[src/lcr_pkg.sv]
// Purpose: Shared constants and types for the regulator and charger register slice.
// Assumes: Byte-wide registers reached over the two-wire serial port.
// Notes:   Struct layouts mirror the register bit order; a charger byte casts directly, the regulator control takes bits 7..1.
package lcr_pkg;

  // Register offsets
  localparam logic [7:0] LCR_OFF_LDO6_CTL  = 8'h61;
  localparam logic [7:0] LCR_OFF_LDO7_VSEL = 8'h64;
  localparam logic [7:0] LCR_OFF_LDO7_CTL  = 8'h65;
  localparam logic [7:0] LCR_OFF_CHG_RSVD  = 8'h70;
  localparam logic [7:0] LCR_OFF_CHG_CTL   = 8'h71;
  localparam logic [7:0] LCR_OFF_CHG_STAT  = 8'h78;
  localparam logic [7:0] LCR_OFF_CHG_IRQEN = 8'h79;

  // Field positions and widths
  localparam int LCR_VOLT_W      = 6;
  localparam int LCR_STAT_TMR    = 7;
  localparam int LCR_STAT_TEMP   = 6;
  localparam int LCR_STAT_IN     = 5;
  localparam int LCR_STAT_CHG    = 4;
  localparam int LCR_STAT_EXPIRE = 3;
  localparam int LCR_STAT_EOC    = 0;

  // Values after reset
  localparam logic [5:0] LCR_RST_VOLT  = 6'h00;
  localparam logic [6:0] LCR_RST_LDO   = 7'h00;
  localparam logic [7:0] LCR_RST_BYTE  = 8'h00;
  localparam logic [3:0] LCR_RST_NIB   = 4'h0;

  // Serial port: 7-bit bus address, arbitrary value
  localparam logic [6:0] LCR_DEV_ADDR  = 7'h2c;
  localparam logic [3:0] LCR_BITS_BYTE = 4'h8;

  typedef enum logic [3:0] {
    LCR_IDLE, LCR_ADDR, LCR_ADDR_ACK, LCR_PTR, LCR_PTR_ACK,
    LCR_WDATA, LCR_WDATA_ACK, LCR_RDATA, LCR_RDATA_ACK
  } lcr_bus_st_t;

  // Control byte of the seventh regulator, bits 7..1
  typedef struct packed {
    logic       on;
    logic       out_discharge_en;
    logic       low_quiescent_sel;
    logic [2:0] turn_on_delay;
    logic       fault_irq_allow;
  } lcr_ldo_ctl_t;

  typedef struct packed {
    logic       charge_hold;
    logic       rsvd;
    logic [1:0] total_timeout_sel;
    logic [1:0] precond_timeout_sel;
    logic [1:0] overvolt_thresh_sel;
  } lcr_chg_ctl_t;

  typedef struct packed {
    logic total_timeout_irq_en;
    logic temp_enter_irq_en;
    logic input_attach_irq_en;
    logic eoc_entry_irq_en;
    logic precharge_timeout_irq_en;
    logic temp_leave_irq_en;
    logic input_detach_irq_en;
    logic eoc_exit_irq_en;
  } lcr_irq_en_t;

  // Levels coming from the charger core
  typedef struct packed {
    logic total_timeout;
    logic precond_timeout;
    logic temp_in_range;
    logic supply_valid;
    logic eoc_reached;
  } lcr_chg_events_t;

  // Regulator controls as driven to the analog side
  typedef struct packed {
    logic [5:0] volt_code;
    logic       enable;
    logic       discharge_active;
    logic       low_quiescent_sel;
    logic [2:0] turn_on_delay;
  } lcr_ldo_drive_t;

endpackage

[src/lcr_regs.sv]
// Purpose: Register slice for the seventh regulator and the battery charger.
// Assumes: scl/sda already clean and synchronous to clk; one clock domain.
// Notes:   sda is open drain: sda_out stays low, sda_oe pulls the line.
`timescale 1ns/1ps

module lcr_regs (
  input  wire logic                    clk,
  input  wire logic                    resetn,
  input  wire logic                    scl_in,
  input  wire logic                    sda_in,
  output logic                         sda_out,
  output logic                         sda_oe,
  input  wire logic                    ldo6_pgood,
  input  wire logic                    ldo7_pgood,
  input  wire logic                    ldo7_fault,
  input  wire lcr_pkg::lcr_chg_events_t chg_events,
  output lcr_pkg::lcr_ldo_drive_t       ldo7_drive,
  output logic                         ldo7_fault_irq,
  output lcr_pkg::lcr_chg_ctl_t         chg_ctl,
  output logic                         chg_irq
);
  import lcr_pkg::*;

  typedef struct packed {
    lcr_bus_st_t     st;
    logic            scl_q;
    logic            sda_q;
    logic [3:0]      bit_cnt;
    logic [7:0]      shift;
    logic [7:0]      tx;
    logic [7:0]      ptr;
    logic            rw;
    logic            nack;
    logic            sda_oe;
    logic [5:0]      volt;
    lcr_ldo_ctl_t    ldo;
    logic [7:0]      chg_rsvd;
    lcr_chg_ctl_t    chg;
    logic [3:0]      arm;
    logic [3:0]      pend;
    lcr_irq_en_t     irq_en;
    lcr_chg_events_t ev_prev;
    lcr_ldo_drive_t  drive;
    logic            fault_irq;
    logic            irq;
  } lcr_state_t;

  lcr_state_t s;
  lcr_state_t next_s;

  logic       scl_rise;
  logic       scl_fall;
  logic       start_seen;
  logic       stop_seen;
  logic       in_range;
  logic [7:0] rd_data;
  logic       rd_clr;
  logic       wr_en;
  logic [3:0] pend_set;
  logic [3:0] pend_clr;

  // Line edges and bus conditions against last sample
  assign scl_rise   = scl_in & ~s.scl_q;
  assign scl_fall   = ~scl_in & s.scl_q;
  assign start_seen = scl_in & s.scl_q & s.sda_q & ~sda_in;
  assign stop_seen  = scl_in & s.scl_q & ~s.sda_q & sda_in;

  assign in_range = chg_events.supply_valid;

  // Read data for the current pointer
  always_comb begin
    rd_data = 8'h00;
    case (s.ptr)
      LCR_OFF_LDO6_CTL:  rd_data = {7'h00, ldo6_pgood};
      LCR_OFF_LDO7_VSEL: rd_data = {2'b00, s.volt};
      LCR_OFF_LDO7_CTL:  rd_data = {s.ldo, ldo7_pgood};
      LCR_OFF_CHG_RSVD:  rd_data = s.chg_rsvd;
      LCR_OFF_CHG_CTL:   rd_data = s.chg;
      LCR_OFF_CHG_STAT: begin
        // marked bits masked when input out of range
        rd_data[LCR_STAT_TMR]  = s.pend[3] & in_range;
        rd_data[LCR_STAT_TEMP] = s.pend[2] & in_range;
        rd_data[LCR_STAT_IN]   = s.pend[1];
        rd_data[LCR_STAT_CHG]  = s.pend[0] & in_range;
        rd_data[LCR_STAT_EXPIRE] = in_range &
                                   (chg_events.total_timeout | chg_events.precond_timeout);
        rd_data[LCR_STAT_EOC] = in_range & chg_events.eoc_reached;
      end
      LCR_OFF_CHG_IRQEN: rd_data = s.irq_en;
      default:           rd_data = 8'h00;
    endcase
  end

  // Event detection from level edges of the charger core
  always_comb begin
    pend_set = 4'h0;
    // timer expiry needs arm and enable
    pend_set[3] = s.arm[3] & in_range &
                  ((chg_events.total_timeout & ~s.ev_prev.total_timeout &
                    s.irq_en.total_timeout_irq_en) |
                   (chg_events.precond_timeout & ~s.ev_prev.precond_timeout &
                    s.irq_en.precharge_timeout_irq_en));
    pend_set[2] = s.arm[2] & in_range &
                  ((chg_events.temp_in_range & ~s.ev_prev.temp_in_range &
                    s.irq_en.temp_enter_irq_en) |
                   (~chg_events.temp_in_range & s.ev_prev.temp_in_range &
                    s.irq_en.temp_leave_irq_en));
    pend_set[1] = s.arm[1] &
                  ((chg_events.supply_valid & ~s.ev_prev.supply_valid &
                    s.irq_en.input_attach_irq_en) |
                   (~chg_events.supply_valid & s.ev_prev.supply_valid &
                    s.irq_en.input_detach_irq_en));
    pend_set[0] = s.arm[0] & in_range &
                  ((chg_events.eoc_reached & ~s.ev_prev.eoc_reached &
                    s.irq_en.eoc_entry_irq_en) |
                   (~chg_events.eoc_reached & s.ev_prev.eoc_reached &
                    s.irq_en.eoc_exit_irq_en));
  end

  // Serial engine, register writes and status upkeep
  always_comb begin
    next_s   = s;
    wr_en    = 1'b0;
    rd_clr   = 1'b0;
    next_s.scl_q   = scl_in;
    next_s.sda_q   = sda_in;
    next_s.ev_prev = chg_events;

    if (start_seen) begin
      // Repeated start lands here too
      next_s.st      = LCR_ADDR;
      next_s.bit_cnt = 4'h0;
      next_s.sda_oe  = 1'b0;
    end else if (stop_seen) begin
      next_s.st     = LCR_IDLE;
      next_s.sda_oe = 1'b0;
    end else if (scl_rise) begin
      case (s.st)
        LCR_ADDR, LCR_PTR, LCR_WDATA: begin
          next_s.shift   = {s.shift[6:0], sda_in};
          next_s.bit_cnt = s.bit_cnt + 4'h1;
        end
        LCR_RDATA:     next_s.bit_cnt = s.bit_cnt + 4'h1;
        LCR_RDATA_ACK: next_s.nack = sda_in;
        default:       next_s.st = s.st;
      endcase
    end else if (scl_fall) begin
      case (s.st)
        LCR_ADDR: begin
          if (s.bit_cnt == LCR_BITS_BYTE) begin
            // Other addresses drop back to idle until next start
            if (s.shift[7:1] == LCR_DEV_ADDR) begin
              next_s.st     = LCR_ADDR_ACK;
              next_s.rw     = s.shift[0];
              next_s.sda_oe = 1'b1;
            end else begin
              next_s.st = LCR_IDLE;
            end
          end
        end
        LCR_ADDR_ACK: begin
          next_s.bit_cnt = 4'h0;
          if (s.rw) begin
            next_s.st     = LCR_RDATA;
            next_s.tx     = rd_data;
            next_s.sda_oe = ~rd_data[7];
            rd_clr        = (s.ptr == LCR_OFF_CHG_STAT);
          end else begin
            next_s.st     = LCR_PTR;
            next_s.sda_oe = 1'b0;
          end
        end
        LCR_PTR: begin
          if (s.bit_cnt == LCR_BITS_BYTE) begin
            next_s.ptr    = s.shift;
            next_s.st     = LCR_PTR_ACK;
            next_s.sda_oe = 1'b1;
          end
        end
        LCR_PTR_ACK, LCR_WDATA_ACK: begin
          next_s.st      = LCR_WDATA;
          next_s.bit_cnt = 4'h0;
          next_s.sda_oe  = 1'b0;
        end
        LCR_WDATA: begin
          if (s.bit_cnt == LCR_BITS_BYTE) begin
            wr_en         = 1'b1;
            next_s.ptr    = s.ptr + 8'h01;
            next_s.st     = LCR_WDATA_ACK;
            next_s.sda_oe = 1'b1;
          end
        end
        LCR_RDATA: begin
          if (s.bit_cnt == LCR_BITS_BYTE) begin
            // Release the line for the master's acknowledge
            next_s.st     = LCR_RDATA_ACK;
            next_s.sda_oe = 1'b0;
            next_s.ptr    = s.ptr + 8'h01;
          end else begin
            next_s.tx     = {s.tx[6:0], 1'b0};
            next_s.sda_oe = ~s.tx[6];
          end
        end
        LCR_RDATA_ACK: begin
          next_s.bit_cnt = 4'h0;
          if (s.nack) begin
            next_s.st = LCR_IDLE;
          end else begin
            next_s.st     = LCR_RDATA;
            next_s.tx     = rd_data;
            next_s.sda_oe = ~rd_data[7];
            rd_clr        = (s.ptr == LCR_OFF_CHG_STAT);
          end
        end
        default: next_s.st = LCR_IDLE;
      endcase
    end

    // Register writes at the end of a data byte
    if (wr_en) begin
      case (s.ptr)
        LCR_OFF_LDO7_VSEL: next_s.volt = s.shift[LCR_VOLT_W-1:0];
        // enable, delay and friends; power good bit ignored
        LCR_OFF_LDO7_CTL:  next_s.ldo = s.shift[7:1];
        LCR_OFF_CHG_RSVD:  next_s.chg_rsvd = s.shift;
        LCR_OFF_CHG_CTL:   next_s.chg = s.shift;
        // arm bits for each event group
        LCR_OFF_CHG_STAT:  next_s.arm = s.shift[7:4];
        LCR_OFF_CHG_IRQEN: next_s.irq_en = s.shift;
        default:           next_s.volt = s.volt;
      endcase
    end

    // Pending flags clear on status read; a fresh event wins over the clear
    pend_clr    = rd_clr ? 4'hf : 4'h0;
    next_s.pend = (s.pend & ~pend_clr) | pend_set;
    next_s.irq  = |next_s.pend;

    // Registered drive toward the regulator
    next_s.drive.volt_code         = next_s.volt;
    next_s.drive.enable            = next_s.ldo.on;
    next_s.drive.discharge_active  = next_s.ldo.out_discharge_en & ~next_s.ldo.on;
    next_s.drive.low_quiescent_sel = next_s.ldo.low_quiescent_sel;
    next_s.drive.turn_on_delay     = next_s.ldo.turn_on_delay;
    next_s.fault_irq = ldo7_fault & s.ldo.fault_irq_allow;
  end

  // State register; reset clears everything but the line samples scl_q and sda_q, which load high
  always_ff @(posedge clk) begin
    if (!resetn) begin
      s          <= '0;
      s.st       <= LCR_IDLE;
      s.scl_q    <= 1'b1;
      s.sda_q    <= 1'b1;
      s.volt     <= LCR_RST_VOLT;
      s.ldo      <= LCR_RST_LDO;
      s.chg_rsvd <= LCR_RST_BYTE;
      s.chg      <= LCR_RST_BYTE;
      s.irq_en   <= LCR_RST_BYTE;
      s.arm      <= LCR_RST_NIB;
      s.pend     <= LCR_RST_NIB;
    end else begin
      s <= next_s;
    end
  end

  // Outputs straight from the state register, except sda_out, which is tied low
  assign sda_out        = 1'b0;
  assign sda_oe         = s.sda_oe;
  assign ldo7_drive     = s.drive;
  assign ldo7_fault_irq = s.fault_irq;
  // hold bit drives the charger directly
  assign chg_ctl        = s.chg;
  assign chg_irq        = s.irq;

endmodule // lcr_regs

[config.mk]
export PLATFORM = sky130hd
export DESIGN_NAME = lcr_regs
export DESIGN_NICKNAME = d
export VERILOG_FILES = /design/src/lcr_pkg.sv /design/src/lcr_regs.sv
export SDC_FILE = /design/constraint.sdc
export NUM_CORES = 1
export LEC_CHECK = 0
export BUFFER_PORTS_ARGS = -buffer_cell sky130_fd_sc_hd__buf_2
export CELL_PAD_IN_SITES_DETAIL_PLACEMENT = 1
export CELL_PAD_IN_SITES_GLOBAL_PLACEMENT = 1
export CORE_ASPECT_RATIO = 2
export CORE_MARGIN = 2
export CORE_UTILIZATION = 40
export CTS_CLUSTER_DIAMETER = 80
export DETAILED_ROUTE_END_ITERATION = 16
export GPL_ROUTABILITY_DRIVEN = 0
export PLACE_DENSITY_LB_ADDON = 0.1
export SYNTH_ARGS = -nofsm -noshare
export SYNTH_HDL_FRONTEND = slang
export SYNTH_SLANG_ARGS = --single-unit
[constraint.sdc]
create_clock -name clk -period 5.7 [get_ports clk]
set_input_delay 0.57 -clock clk [delete_from_list [all_inputs] [get_ports clk]]
set_output_delay 0.57 -clock clk [all_outputs]
set_load 0.03 [all_outputs]
==> results of run 1 <==
[worst register-to-register path: stages, from the launching register on]
cell and delay (ns):
sky130_fd_sc_hd__dfxtp_1 0.67, sky130_fd_sc_hd__and3b_1 0.57, sky130_fd_sc_hd__nand3_4 0.21, sky130_fd_sc_hd__nor2_1 0.20
sky130_fd_sc_hd__nand4_1 0.57, sky130_fd_sc_hd__mux2i_1 0.35
[metal layers]
metal / routed length (um) / track usage, %
met1: 5488 / 25.44
met4: 641 / 12.99
met3: 343 / 2.623
met2: 7808 / 43.80
met5: 0 / 0
[cell families (layout without fill, tap and decap cells)]
group	after synthesis	count (layout)	share of synthesized area (%)
multiplexers	60	60	12.73
AND/OR/NAND/NOR	214	214	23.82
flip-flops	89	89	37.69
other	1	1	0.07933
XOR/XNOR	3	3	0.5560
adder cells (fa/ha/maj)	8	8	2.118
buffers and inverters	67	62	7.544
AO/OA/AOI/OAI	107	107	15.46
[stage by stage]
stage          cells  utilization (%)  hold slack [ns]
2_1_floorplan    549                -           0.4384
3_3_place_gp     673            41.05           0.4565
3_5_place_dp     673            41.05           0.4641
4_1_cts          689            43.86           0.4458
5_1_grt          689            43.86           0.4664
6_report         689            43.86           0.4520
[synth_stat cells (3+ instances only)]
cell type,count,area share [%]
sky130_fd_sc_hd__a211oi_1,3,0.48
sky130_fd_sc_hd__a21oi_1,16,1.7
sky130_fd_sc_hd__a22oi_1,5,0.79
sky130_fd_sc_hd__a311oi_1,4,0.74
sky130_fd_sc_hd__a31oi_1,4,0.53
sky130_fd_sc_hd__a32o_1,3,0.64
sky130_fd_sc_hd__a32oi_1,4,0.74
sky130_fd_sc_hd__and2_1,7,0.93
sky130_fd_sc_hd__and3_1,7,0.93
sky130_fd_sc_hd__and3b_1,5,0.93
sky130_fd_sc_hd__buf_2,6,0.64
sky130_fd_sc_hd__buf_4,22,3.5
sky130_fd_sc_hd__clkbuf_1,26,2.1
sky130_fd_sc_hd__dfxtp_1,89,38
sky130_fd_sc_hd__ha_1,8,2.1
sky130_fd_sc_hd__inv_1,10,0.79
sky130_fd_sc_hd__mux2i_1,59,12
sky130_fd_sc_hd__nand2_1,57,4.5
sky130_fd_sc_hd__nand2b_1,4,0.53
sky130_fd_sc_hd__nand3_1,24,2.5
sky130_fd_sc_hd__nand3b_1,7,1.1
sky130_fd_sc_hd__nand4_1,5,0.66
sky130_fd_sc_hd__nor2_1,58,4.6
sky130_fd_sc_hd__nor2b_1,6,0.79
sky130_fd_sc_hd__nor3_1,5,0.53
sky130_fd_sc_hd__nor3b_1,6,0.95
sky130_fd_sc_hd__o21a_1,3,0.48
sky130_fd_sc_hd__o21ai_0,31,3.3
sky130_fd_sc_hd__o221ai_1,3,0.56
sky130_fd_sc_hd__o22ai_1,5,0.66
sky130_fd_sc_hd__or3_1,3,0.40
[final cells by class]
type	count	area, um^2	share of cell area (%)
timing repair buffer	36	185.2	3.630
inverter	10	37.54	0.7358
multi-input combinational	393	2589	50.75
sequential	89	1782	34.93
clock inverter	6	97.59	1.913
tap	145	181.4	3.557
clock buffer	10	229.0	4.489
[flip-flops by register name, summed over array words and instances, names as in the netlist]
signal	flops
chg_ctl	8
chg_irq	1
ldo7_drive	12
ldo7_fault_irq	1
s	66
sda_oe	1
[report_power, final]
group          total (uW)  switching (uW)  internal (uW)
registers             632            6.60            626
logic                56.5            39.8           16.7
clock network         660             269            392
[path summary, 6_finish.rpt]
path | slack, ns | to | start | cells after the start
max reg2reg | 3.06 | s[25] | s[97] | 5
max | 3.06 | s[25] | s[97] | 5
min reg2reg | 0.47 | s[80] | s[80] | 2
min | 0.45 | s[16] | chg_events[2] | 2
==> results by group, run 1 <==
Yosys
  • Avg Synthesized Cell Area: 8.610 um^2
  • #FFs+latches synth: 89
  • Portion of the post-synthesis area used by sequential elements: 37.69%
  • Count of flip-flops with a built-in enable after synthesis: 0
  • Async set-reset flop share out of synthesis: 0%
  • Number of nets produced by synthesis: 569
  • Synthesis warning total: 0
  • Cells after synthesis: 549
  • Distinct cell type count of the synthesized netlist: 70
  • Top_reg_cell synth: sky130_fd_sc_hd__dfxtp_1
  • Summed instance area of the synthesized netlist: 4727 um^2

CTS
  • Setup repair bufs after CTS: 0
  • Clock root cell: sky130_fd_sc_hd__clkbuf_16
  • CTS tree: done
  • Source-to-sink clock delay at the later pin of the worst-skew pair: 0.35 ns
  • Maximum clock insertion buffer count: 2
  • Clock transition at the registers of the reported paths: 0.07 ns
  • Cells resized by post-CTS repair: 0
  • Number of clock sinks seen by CTS: 89
  • CTS H-tree lvls: 3
  • Number of buffers inserted for hold repair after clock tree synthesis: 0
  • Num CTS Buffers: 9

Layout
  • Commonest non-fill, non-tap cells in the layout: 89 x sky130_fd_sc_hd__dfxtp_1, 59 x sky130_fd_sc_hd__mux2i_1, 58 x sky130_fd_sc_hd__nor2_1, 57 x sky130_fd_sc_hd__nand2_1, 34 x sky130_fd_sc_hd__buf_2
  • Most common cell after layout, fill and taps aside: sky130_fd_sc_hd__dfxtp_1
  • Share of cells above drive strength 1: 12.50%
  • Post-layout net count: 559
  • Final instance area: 5101 um^2
  • Post-synthesis to final-layout area growth: 7.914%
  • Antenna diode count: 0
  • Final-layout fill cell count: 1,417

Placement
  • Dpl ws: 2.795 ns
  • Port bufs: 34
  • Placed cell areas: 4775 um^2
  • DPL Wire Length: 10,660 um

STA
  • Final cycle utilization of the critical path: 46.29%
  • Setup WS post-layout: 3.061 ns
  • Slew headroom: 40.58%
  • Number of pins with negative max-slew slack in the final report: 0
  • Maximum clock frequency: 379.0 MHz
  • Setup Total Neg Slack: 0 ns
  • Final worst path period need: 2.639 ns
  • Setup Viol. Count Final: 0
  • Setup Skew: 0.005289 ns
  • Unrepaired setup endpoints after global routing: false
  • Hold Vio Cnt, Final: 0
  • Transition time at the pin with the least slew margin: 0.8913 ns

Power
  • Ratio of total power to cell area: 264.5 nW/um^2
  • Max rail drop VDD: 0.1789 mV
  • Total power consumption of the routed design: 1349 uW
  • Pleak: 0.001938 uW

Floorplan
  • Initial Util: 40.64%
  • Floorplan row count: 56
  • Die boundary width: 80.87 um
  • Std-Cell Core Area: 11,630 um^2
  • Die span in y: 157.7 um
  • Count of boundary I/O pins: 36
  • Area of the die: 12,760 um^2

Global route
  • Grt total ovfl: 0
  • Via count of the first global-routing pass: 4,192
  • Global-route wire length before repair: 22,690 um
  • Number of antenna violations at the first check in global routing: 0
  • Largest net degree at the start of global routing: 53
  • Total routing usage reported by global routing: 23.73%

Critical path
  • CP Capture Type: register
  • Stage delay of the slowest cell on the critical path: 0.67 ns
  • Worst path required time: 5.96 ns
  • Startpoint type of the worst setup path: register
  • WP buf/inv: 0
  • Setup CP Type: register to register
  • Series of cell instances along the critical path: and3b_1 -> nand3_4 -> nor2_1 -> nand4_1 -> mux2i_1
  • Peak fanout along the critical path: 18
  • Cell family contributing the most delay on the critical path: simple AND/OR/NAND/NOR gates
  • Crit path DAT: 2.90 ns
  • Cell at the slowest stage of the critical path: sky130_fd_sc_hd__dfxtp_1

Routing
  • Residual DRC count: 0
  • Routed vias/inst: 5.824
  • Violation count after the first detailed-routing iteration: 184
  • Total routed wirelength: 14,280 um
  • Antenna Violating Nets Remaining: 0
  • TritonRoute pass-1 iters: 4
  • Via count: 4,013
  • Final routed wire length divided by cell count: 20.73 um

Outcome
  • Result of the run: finished, final reports clean

Min path
  • Worst hold-check path type: input port to register

Flow run
  • MaxCap Viol Count: 0
Note: power is estimated with default switching activity, not from simulation.
==> run 2: changes to the inputs <==
- clock period: 5.7 -> 2.5 ns (I/O delays scaled with it)
==> run 2 against run 1 <==
Against the previous run: worst setup slack lost 2.7 ns; via count grew 4.0%; final cell count grew 4.2%; global-route usage grew 2.2 points; count of clock-buffer cells in the layout is the same; worst hold slack lost 0.32 ns.
==> results by group, run 2 (same netlist as run 1, synthesis figures left out) <==
Outcome
  • Result of the run: finished, final reports clean (unchanged)

Layout
  • Largest register by flop count: s (unchanged)
  • Share of cells above drive strength 1: 17.10% (was 12.50%)
  • Commonest non-fill, non-tap cells in the layout: 89 x sky130_fd_sc_hd__dfxtp_1, 59 x sky130_fd_sc_hd__mux2i_1, 58 x sky130_fd_sc_hd__nor2_1, 57 x sky130_fd_sc_hd__nand2_1, 34 x sky130_fd_sc_hd__buf_2 (unchanged)
  • Post-layout net count: 588 (was 559)
  • Most common cell after layout, fill and taps aside: sky130_fd_sc_hd__dfxtp_1 (unchanged)
  • Post-synthesis to final-layout area growth: 12.10% (was 7.914%)
  • Final-layout fill cell count: 1,444 (was 1,417)
  • Flip-flop count of the largest register, all copies and words added: 66 (unchanged)
  • Antenna diode count: 0 (unchanged)

Routing
  • Via count: 4,175 (was 4,013)
  • Routed vias/inst: 5.815 (was 5.824)
  • Antenna Violating Nets Remaining: 0 (unchanged)
  • Residual DRC count: 0 (unchanged)
  • Final routed wire length divided by cell count: 21.57 um (was 20.73 um)
  • Total routed wirelength: 15,490 um (was 14,280 um)
  • TritonRoute pass-1 iters: 4 (unchanged)
  • Violation count after the first detailed-routing iteration: 195 (was 184)

Power
  • Comb pwr share: 4.9% (was 4.2%)
  • Sequential Power Share: 49.6% (was 46.9%)
  • Ratio of total power to cell area: 548.1 nW/um^2 (was 264.5 nW/um^2)
  • Net switching power: 719.1 uW (was 315.0 uW)
  • Clk pwr share: 45.5% (was 48.9%)
  • Total power consumption of the routed design: 2904 uW (was 1349 uW)
  • Net Sw Frac: 24.76% (was 23.35%)
  • Internal portion of total power: 2185 uW (was 1034 uW)
  • Pleak: 0.002073 uW (was 0.001938 uW)
  • Max rail drop VDD: 0.3497 mV (was 0.1789 mV)

Floorplan
  • Die span in y: 157.7 um (unchanged)
  • Count of boundary I/O pins: 36 (unchanged)
  • Floorplan row count: 56 (unchanged)
  • Die boundary width: 80.87 um (unchanged)
  • Std-Cell Core Area: 11,630 um^2 (unchanged)
  • Initial Util: 40.64% (unchanged)
  • Area of the die: 12,760 um^2 (unchanged)

Critical path
  • Logic depth of the worst path, buffers included: 5 (unchanged)
  • Crit Reg-Reg Startpoint: s[70] (was s[97])
  • WP buf/inv: 0 (unchanged)
  • Worst path required time: 2.80 ns (was 5.96 ns)
  • Startpoint type of the worst setup path: register (unchanged)
  • Series of cell instances along the critical path: nor3b_1 -> nand2_1 -> o221a_2 -> a311oi_1 -> a31o_2 (was and3b_1 -> nand3_4 -> nor2_1 -> nand4_1 -> mux2i_1)
  • Capture point of the critical path: s[78] (was s[25])
  • Cell family contributing the most delay on the critical path: simple AND/OR/NAND/NOR gates (unchanged)
  • Stage delay of the slowest cell on the critical path: 0.58 ns (was 0.67 ns)
  • Crit path DAT: 2.48 ns (was 2.90 ns)
  • Endpoint of the lowest-slack register-to-register path: s[78] (was s[25])
  • CP Capture Type: register (unchanged)
  • Number of cells on the worst reg-to-reg path: 5 (unchanged)
  • Cell at the slowest stage of the critical path: sky130_fd_sc_hd__nor3b_1 (was sky130_fd_sc_hd__dfxtp_1)
  • Setup CP Type: register to register (unchanged)
  • Peak fanout along the critical path: 8 (was 18)
  • Reg-to-reg setup timing slack: 0.32 ns (was 3.06 ns)
  • CP startpoint: s[70] (was s[97])

STA
  • Number of pins with negative max-slew slack in the final report: 0 (unchanged)
  • Transition time at the pin with the least slew margin: 0.7811 ns (was 0.8913 ns)
  • Final hold slack: 0.1298 ns (was 0.4520 ns)
  • Unrepaired setup endpoints after global routing: false (unchanged)
  • Hold Vio Cnt, Final: 0 (unchanged)
  • Setup Total Neg Slack: 0 ns (unchanged)
  • Setup Skew: 0.01078 ns (was 0.005289 ns)
  • Setup Viol. Count Final: 0 (unchanged)
  • Setup WS post-layout: 0.3209 ns (was 3.061 ns)
  • Maximum clock frequency: 458.9 MHz (was 379.0 MHz)
  • Slew headroom: 47.22% (was 40.58%)
  • Final cycle utilization of the critical path: 87.16% (was 46.29%)
  • Final worst path period need: 2.179 ns (was 2.639 ns)

Placement
  • DPL Wire Length: 11,790 um (was 10,660 um)
  • Dpl ws: 0.3514 ns (was 2.795 ns)
  • Port bufs: 34 (unchanged)

Global route
  • Largest net degree at the start of global routing: 47 (was 53)
  • Via count of the first global-routing pass: 4,571 (was 4,192)
  • Total routing usage reported by global routing: 25.93% (was 23.73%)
  • Grt total ovfl: 0 (unchanged)
  • Global-route wire length before repair: 24,540 um (was 22,690 um)
  • Number of antenna violations at the first check in global routing: 0 (unchanged)

CTS
  • Number of clock sinks seen by CTS: 89 (unchanged)
  • Number of buffers inserted for hold repair after clock tree synthesis: 0 (unchanged)
  • Clock root cell: sky130_fd_sc_hd__clkbuf_16 (unchanged)
  • Clock transition at the registers of the reported paths: 0.07 ns (about the same)
  • Num CTS Buffers: 9 (unchanged)
  • Setup repair bufs after CTS: 0 (unchanged)
  • Maximum clock insertion buffer count: 2 (unchanged)
  • Source-to-sink clock delay at the later pin of the worst-skew pair: 0.35 ns (about the same)
  • Cells resized by post-CTS repair: 0 (unchanged)
  • CTS tree: done (unchanged)
  • CTS H-tree lvls: 3 (unchanged)

Min path
  • Worst hold-check path type: input port to register (unchanged)

Flow run
  • MaxCap Viol Count: 0 (unchanged)
[run 2: cell count changes in the layout (fill, tap and decap cells not counted)]
| cell | change |
|---|---|
| sky130_fd_sc_hd__buf_4 | +28 |
| sky130_fd_sc_hd__bufinv_16 | -2 |
| sky130_fd_sc_hd__clkinv_4 | +2 |
| sky130_fd_sc_hd__inv_6 | -2 |
| sky130_fd_sc_hd__buf_12 | +1 |
| sky130_fd_sc_hd__clkbuf_1 | -1 |
| sky130_fd_sc_hd__clkbuf_8 | +1 |
| sky130_fd_sc_hd__clkinv_2 | +1 |
| sky130_fd_sc_hd__clkinv_8 | +1 |
| sky130_fd_sc_hd__clkinvlp_4 | +1 |
| sky130_fd_sc_hd__inv_8 | -1 |
[run 2: area by class of cell]
type                       count  area [um^2]  area share, %
clock buffer                  10        239.0          4.510
timing repair buffer          65        415.4          7.839
multi-input combinational    393         2589          48.85
clock inverter                 6        55.05          1.039
tap                          145        181.4          3.424
inverter                      10        37.54         0.7084
sequential                    89         1782          33.62
[run 2: how the worst min path moves through the flow]
stage | start | end | cells past startpoint
6_report | scl_in | s[96] | 3
5_1_grt | chg_events[3] | s[17] | 2
4_1_cts | scl_in | s[96] | 3
3_5_place_dp | s[80] | s[80] | 2
3_3_place_gp | s[80] | s[80] | 2
2_1_floorplan | scl_in | s[96] | 2
[run 2: per-layer routing]
metal	GRT usage (%)	share of wire [%]	vias up
li1	-	-	1981
met1	26.00	37	2072
met2	48.13	55	80
met3	3.706	2.2	42
met4	16.55	5.9	0
met5	0	0	-
[run 2: worst reg2reg max path: cells and delay by family (launching register included)]
| kind | cells | cell delay [ns] |
|---|---|---|
| compound gates | 3 | 0.79 |
| simple gates | 2 | 0.87 |
| flops | 1 | 0.47 |
[run 2: power by group through the flow]
stage | Combinational [uW] | Clock (uW) | Sequential [uW]
5_1_grt | 156 | 1410 | 1440
6_report | 142 | 1320 | 1440
3_3_place_gp | 139 | 0 | 1470
4_1_cts | 143 | 1360 | 1440
2_1_floorplan | 99.0 | 0 | 1460
3_5_place_dp | 143 | 0 | 1470
[run 2: stage by stage]
step,instances,util [%],area [um^2]
after global routing,718,45.56,5299
after floorplan,549,-,4727
final,718,45.56,5299
after global placement,702,43.03,5005
after CTS,718,45.56,5299
after detailed placement,702,43.03,5005
==> run 3: changes to the inputs <==
- CORE_UTILIZATION: 40 -> 46
==> run 3 against run 2 <==
Against the previous run: first-iteration DRC count unchanged; final area decreased by 0.26%; routed wire length decreased by 1.9%; critical path type unchanged; critical endpoint is now s[80]; highest routed layer unchanged.
==> results by group, run 3 (same netlist as run 1, synthesis figures left out) <==
CTS
  • Number of buffers inserted for hold repair after clock tree synthesis: 0 (unchanged)
  • Clock transition at the registers of the reported paths: 0.07 ns (about the same)
  • Source-to-sink clock delay at the later pin of the worst-skew pair: 0.35 ns (about the same)
  • Num CTS Buffers: 9 (unchanged)
  • Number of clock sinks seen by CTS: 89 (unchanged)
  • Cells resized by post-CTS repair: 0 (unchanged)
  • CTS tree: done (unchanged)
  • CTS H-tree lvls: 3 (unchanged)
  • Maximum clock insertion buffer count: 2 (unchanged)
  • Clock root cell: sky130_fd_sc_hd__clkbuf_16 (unchanged)
  • Setup repair bufs after CTS: 0 (unchanged)

Floorplan
  • Die boundary width: 75.68 um (was 80.87 um)
  • Die span in y: 147.4 um (was 157.7 um)
  • Area of the die: 11,150 um^2 (was 12,760 um^2)
  • Initial Util: 46.87% (was 40.64%)
  • Count of boundary I/O pins: 36 (unchanged)
  • Floorplan row count: 52 (was 56)
  • Std-Cell Core Area: 10,080 um^2 (was 11,630 um^2)

Layout
  • Post-layout net count: 588 (unchanged)
  • Share of cells above drive strength 1: 16.96% (was 17.10%)
  • Post-synthesis to final-layout area growth: 11.81% (was 12.10%)
  • Non-Filler Instances: 707 (was 718)
  • Flip-flop count of the largest register, all copies and words added: 66 (unchanged)
  • Commonest non-fill, non-tap cells in the layout: 89 x sky130_fd_sc_hd__dfxtp_1, 59 x sky130_fd_sc_hd__mux2i_1, 58 x sky130_fd_sc_hd__nor2_1, 57 x sky130_fd_sc_hd__nand2_1, 34 x sky130_fd_sc_hd__buf_2 (unchanged)
  • Final-layout fill cell count: 1,218 (was 1,444)
  • Final instance area: 5285 um^2 (was 5299 um^2)
  • Largest register by flop count: s (unchanged)
  • Antenna diode count: 0 (unchanged)
  • Most common cell after layout, fill and taps aside: sky130_fd_sc_hd__dfxtp_1 (unchanged)

Placement
  • Placed cell areas: 4992 um^2 (was 5005 um^2)
  • DPL Wire Length: 11,590 um (was 11,790 um)
  • Cell count after placement: 692 (was 702)
  • Dpl ws: 0.3119 ns (was 0.3514 ns)
  • Port bufs: 34 (unchanged)

STA
  • Hold Vio Cnt, Final: 0 (unchanged)
  • Setup WS post-layout: 0.2771 ns (was 0.3209 ns)
  • Maximum clock frequency: 449.9 MHz (was 458.9 MHz)
  • Slew headroom: 52.81% (was 47.22%)
  • Transition time at the pin with the least slew margin: 0.6983 ns (was 0.7811 ns)
  • Setup Viol. Count Final: 0 (unchanged)
  • Number of pins with negative max-slew slack in the final report: 0 (unchanged)
  • Final worst path period need: 2.223 ns (was 2.179 ns)
  • Final cycle utilization of the critical path: 88.92% (was 87.16%)
  • Setup Total Neg Slack: 0 ns (unchanged)
  • Unrepaired setup endpoints after global routing: false (unchanged)
  • Setup Skew: 0.007037 ns (was 0.01078 ns)
  • Final hold slack: 0.1373 ns (was 0.1298 ns)

Critical path
  • Startpoint type of the worst setup path: register (unchanged)
  • CP Capture Type: register (unchanged)
  • Cell at the slowest stage of the critical path: sky130_fd_sc_hd__dfxtp_1 (was sky130_fd_sc_hd__nor3b_1)
  • Peak fanout along the critical path: 10 (was 8)
  • Series of cell instances along the critical path: buf_12 -> mux2i_1 -> a2bb2oi_1 -> o22ai_1 -> a311oi_1 -> o31ai_1 (was nor3b_1 -> nand2_1 -> o221a_2 -> a311oi_1 -> a31o_2)
  • Worst path required time: 2.72 ns (was 2.80 ns)
  • Stage delay of the slowest cell on the critical path: 0.59 ns (was 0.58 ns)
  • Setup CP Type: register to register (unchanged)
  • Crit path DAT: 2.44 ns (was 2.48 ns)

Routing
  • Antenna Violating Nets Remaining: 0 (unchanged)
  • TritonRoute pass-1 iters: 4 (unchanged)
  • Via count: 4,225 (was 4,175)
  • Routed vias/inst: 5.976 (was 5.815)
  • Final routed wire length divided by cell count: 21.49 um (was 21.57 um)
  • Residual DRC count: 0 (unchanged)
  • Violation count after the first detailed-routing iteration: 195 (unchanged)
  • Total routed wirelength: 15,190 um (was 15,490 um)

Global route
  • Grt total ovfl: 0 (unchanged)
  • Global-route wire length before repair: 23,980 um (was 24,540 um)
  • Largest net degree at the start of global routing: 31 (was 47)
  • Number of antenna violations at the first check in global routing: 0 (unchanged)
  • Total routing usage reported by global routing: 29.08% (was 25.93%)
  • Via count of the first global-routing pass: 4,466 (was 4,571)

Power
  • Comb pwr share: 5.0% (was 4.9%)
  • Pleak: 0.002067 uW (was 0.002073 uW)
  • Net Sw Frac: 23.90% (was 24.76%)
  • Clk pwr share: 46.3% (was 45.5%)
  • Max rail drop VDD: 0.4908 mV (was 0.3497 mV)
  • Sequential Power Share: 48.7% (was 49.6%)
  • Net switching power: 704.9 uW (was 719.1 uW)
  • Ratio of total power to cell area: 558.0 nW/um^2 (was 548.1 nW/um^2)
  • Internal portion of total power: 2244 uW (was 2185 uW)

Min path
  • Worst hold-check path type: input port to register (unchanged)

Flow run
  • MaxCap Viol Count: 0 (unchanged)

Outcome
  • Result of the run: finished, final reports clean (unchanged)
-- run 3: changes by cell type in the layout (fill, tap and decap cells not counted) --
cell / change
sky130_fd_sc_hd__clkinvlp_4: +1
sky130_fd_sc_hd__inv_6: +1
sky130_fd_sc_hd__clkinv_4: -2
sky130_fd_sc_hd__clkbuf_8: -1
sky130_fd_sc_hd__bufinv_16: +1
sky130_fd_sc_hd__clkinv_8: -1
-- run 3: power groups by stage --
stage               combinational (uW)  sequential [uW]  clock, uW
floorplan                         99.0             1460          0
global placement                   141             1470          0
detailed placement                 146             1470          0
CTS                                147             1440       1390
global route                       162             1440       1450
finish                             147             1440       1370
-- run 3: worst paths after layout --
check                           slack, ns  depth (start not counted)         end           from
worst min register to register       0.48                          2  chg_ctl[3]     chg_ctl[3]
worst max-delay path                 0.28                          6       s[80]          s[70]
worst max register to register       0.28                          6       s[80]          s[70]
worst min-delay path                 0.14                          2       s[16]  chg_events[2]
-- run 3: worst max-delay path, delay by kind of cell, from the launching register on --
family	cells	cell delay, ns
compound gates	4	0.89
flops	1	0.59
mux	1	0.41
buf+inv	1	0.20
-- run 3: area by class of cell --
type                       count  area (um^2)  share of cell area (%)
clock buffer                   9        225.2                   4.261
clock inverter                 6        67.56                   1.278
inverter                      10        37.54                  0.7102
multi-input combinational    393         2589                   48.98
sequential                    89         1782                   33.71
tap                          135        168.9                   3.196
timing repair buffer          65        415.4                   7.860
-- run 3: through the flow --
stage,util (%),total power (uW)
global route,52.41,3048
CTS,52.41,2970
global placement,49.50,1610
finish,52.41,2949
detailed placement,49.50,1615
floorplan,-,1563
-- run 3: metal layers --
| metal | vias to the layer above | track usage, % | share of wire, % |
|---|---|---|---|
| met3 | 55 | 5.487 | 3.2 |
| li1 | 1979 | - | - |
| met5 | - | 0 | 0 |
| met4 | 0 | 18.25 | 6.6 |
| met2 | 108 | 51.22 | 54 |
| met1 | 2083 | 29.76 | 36 |
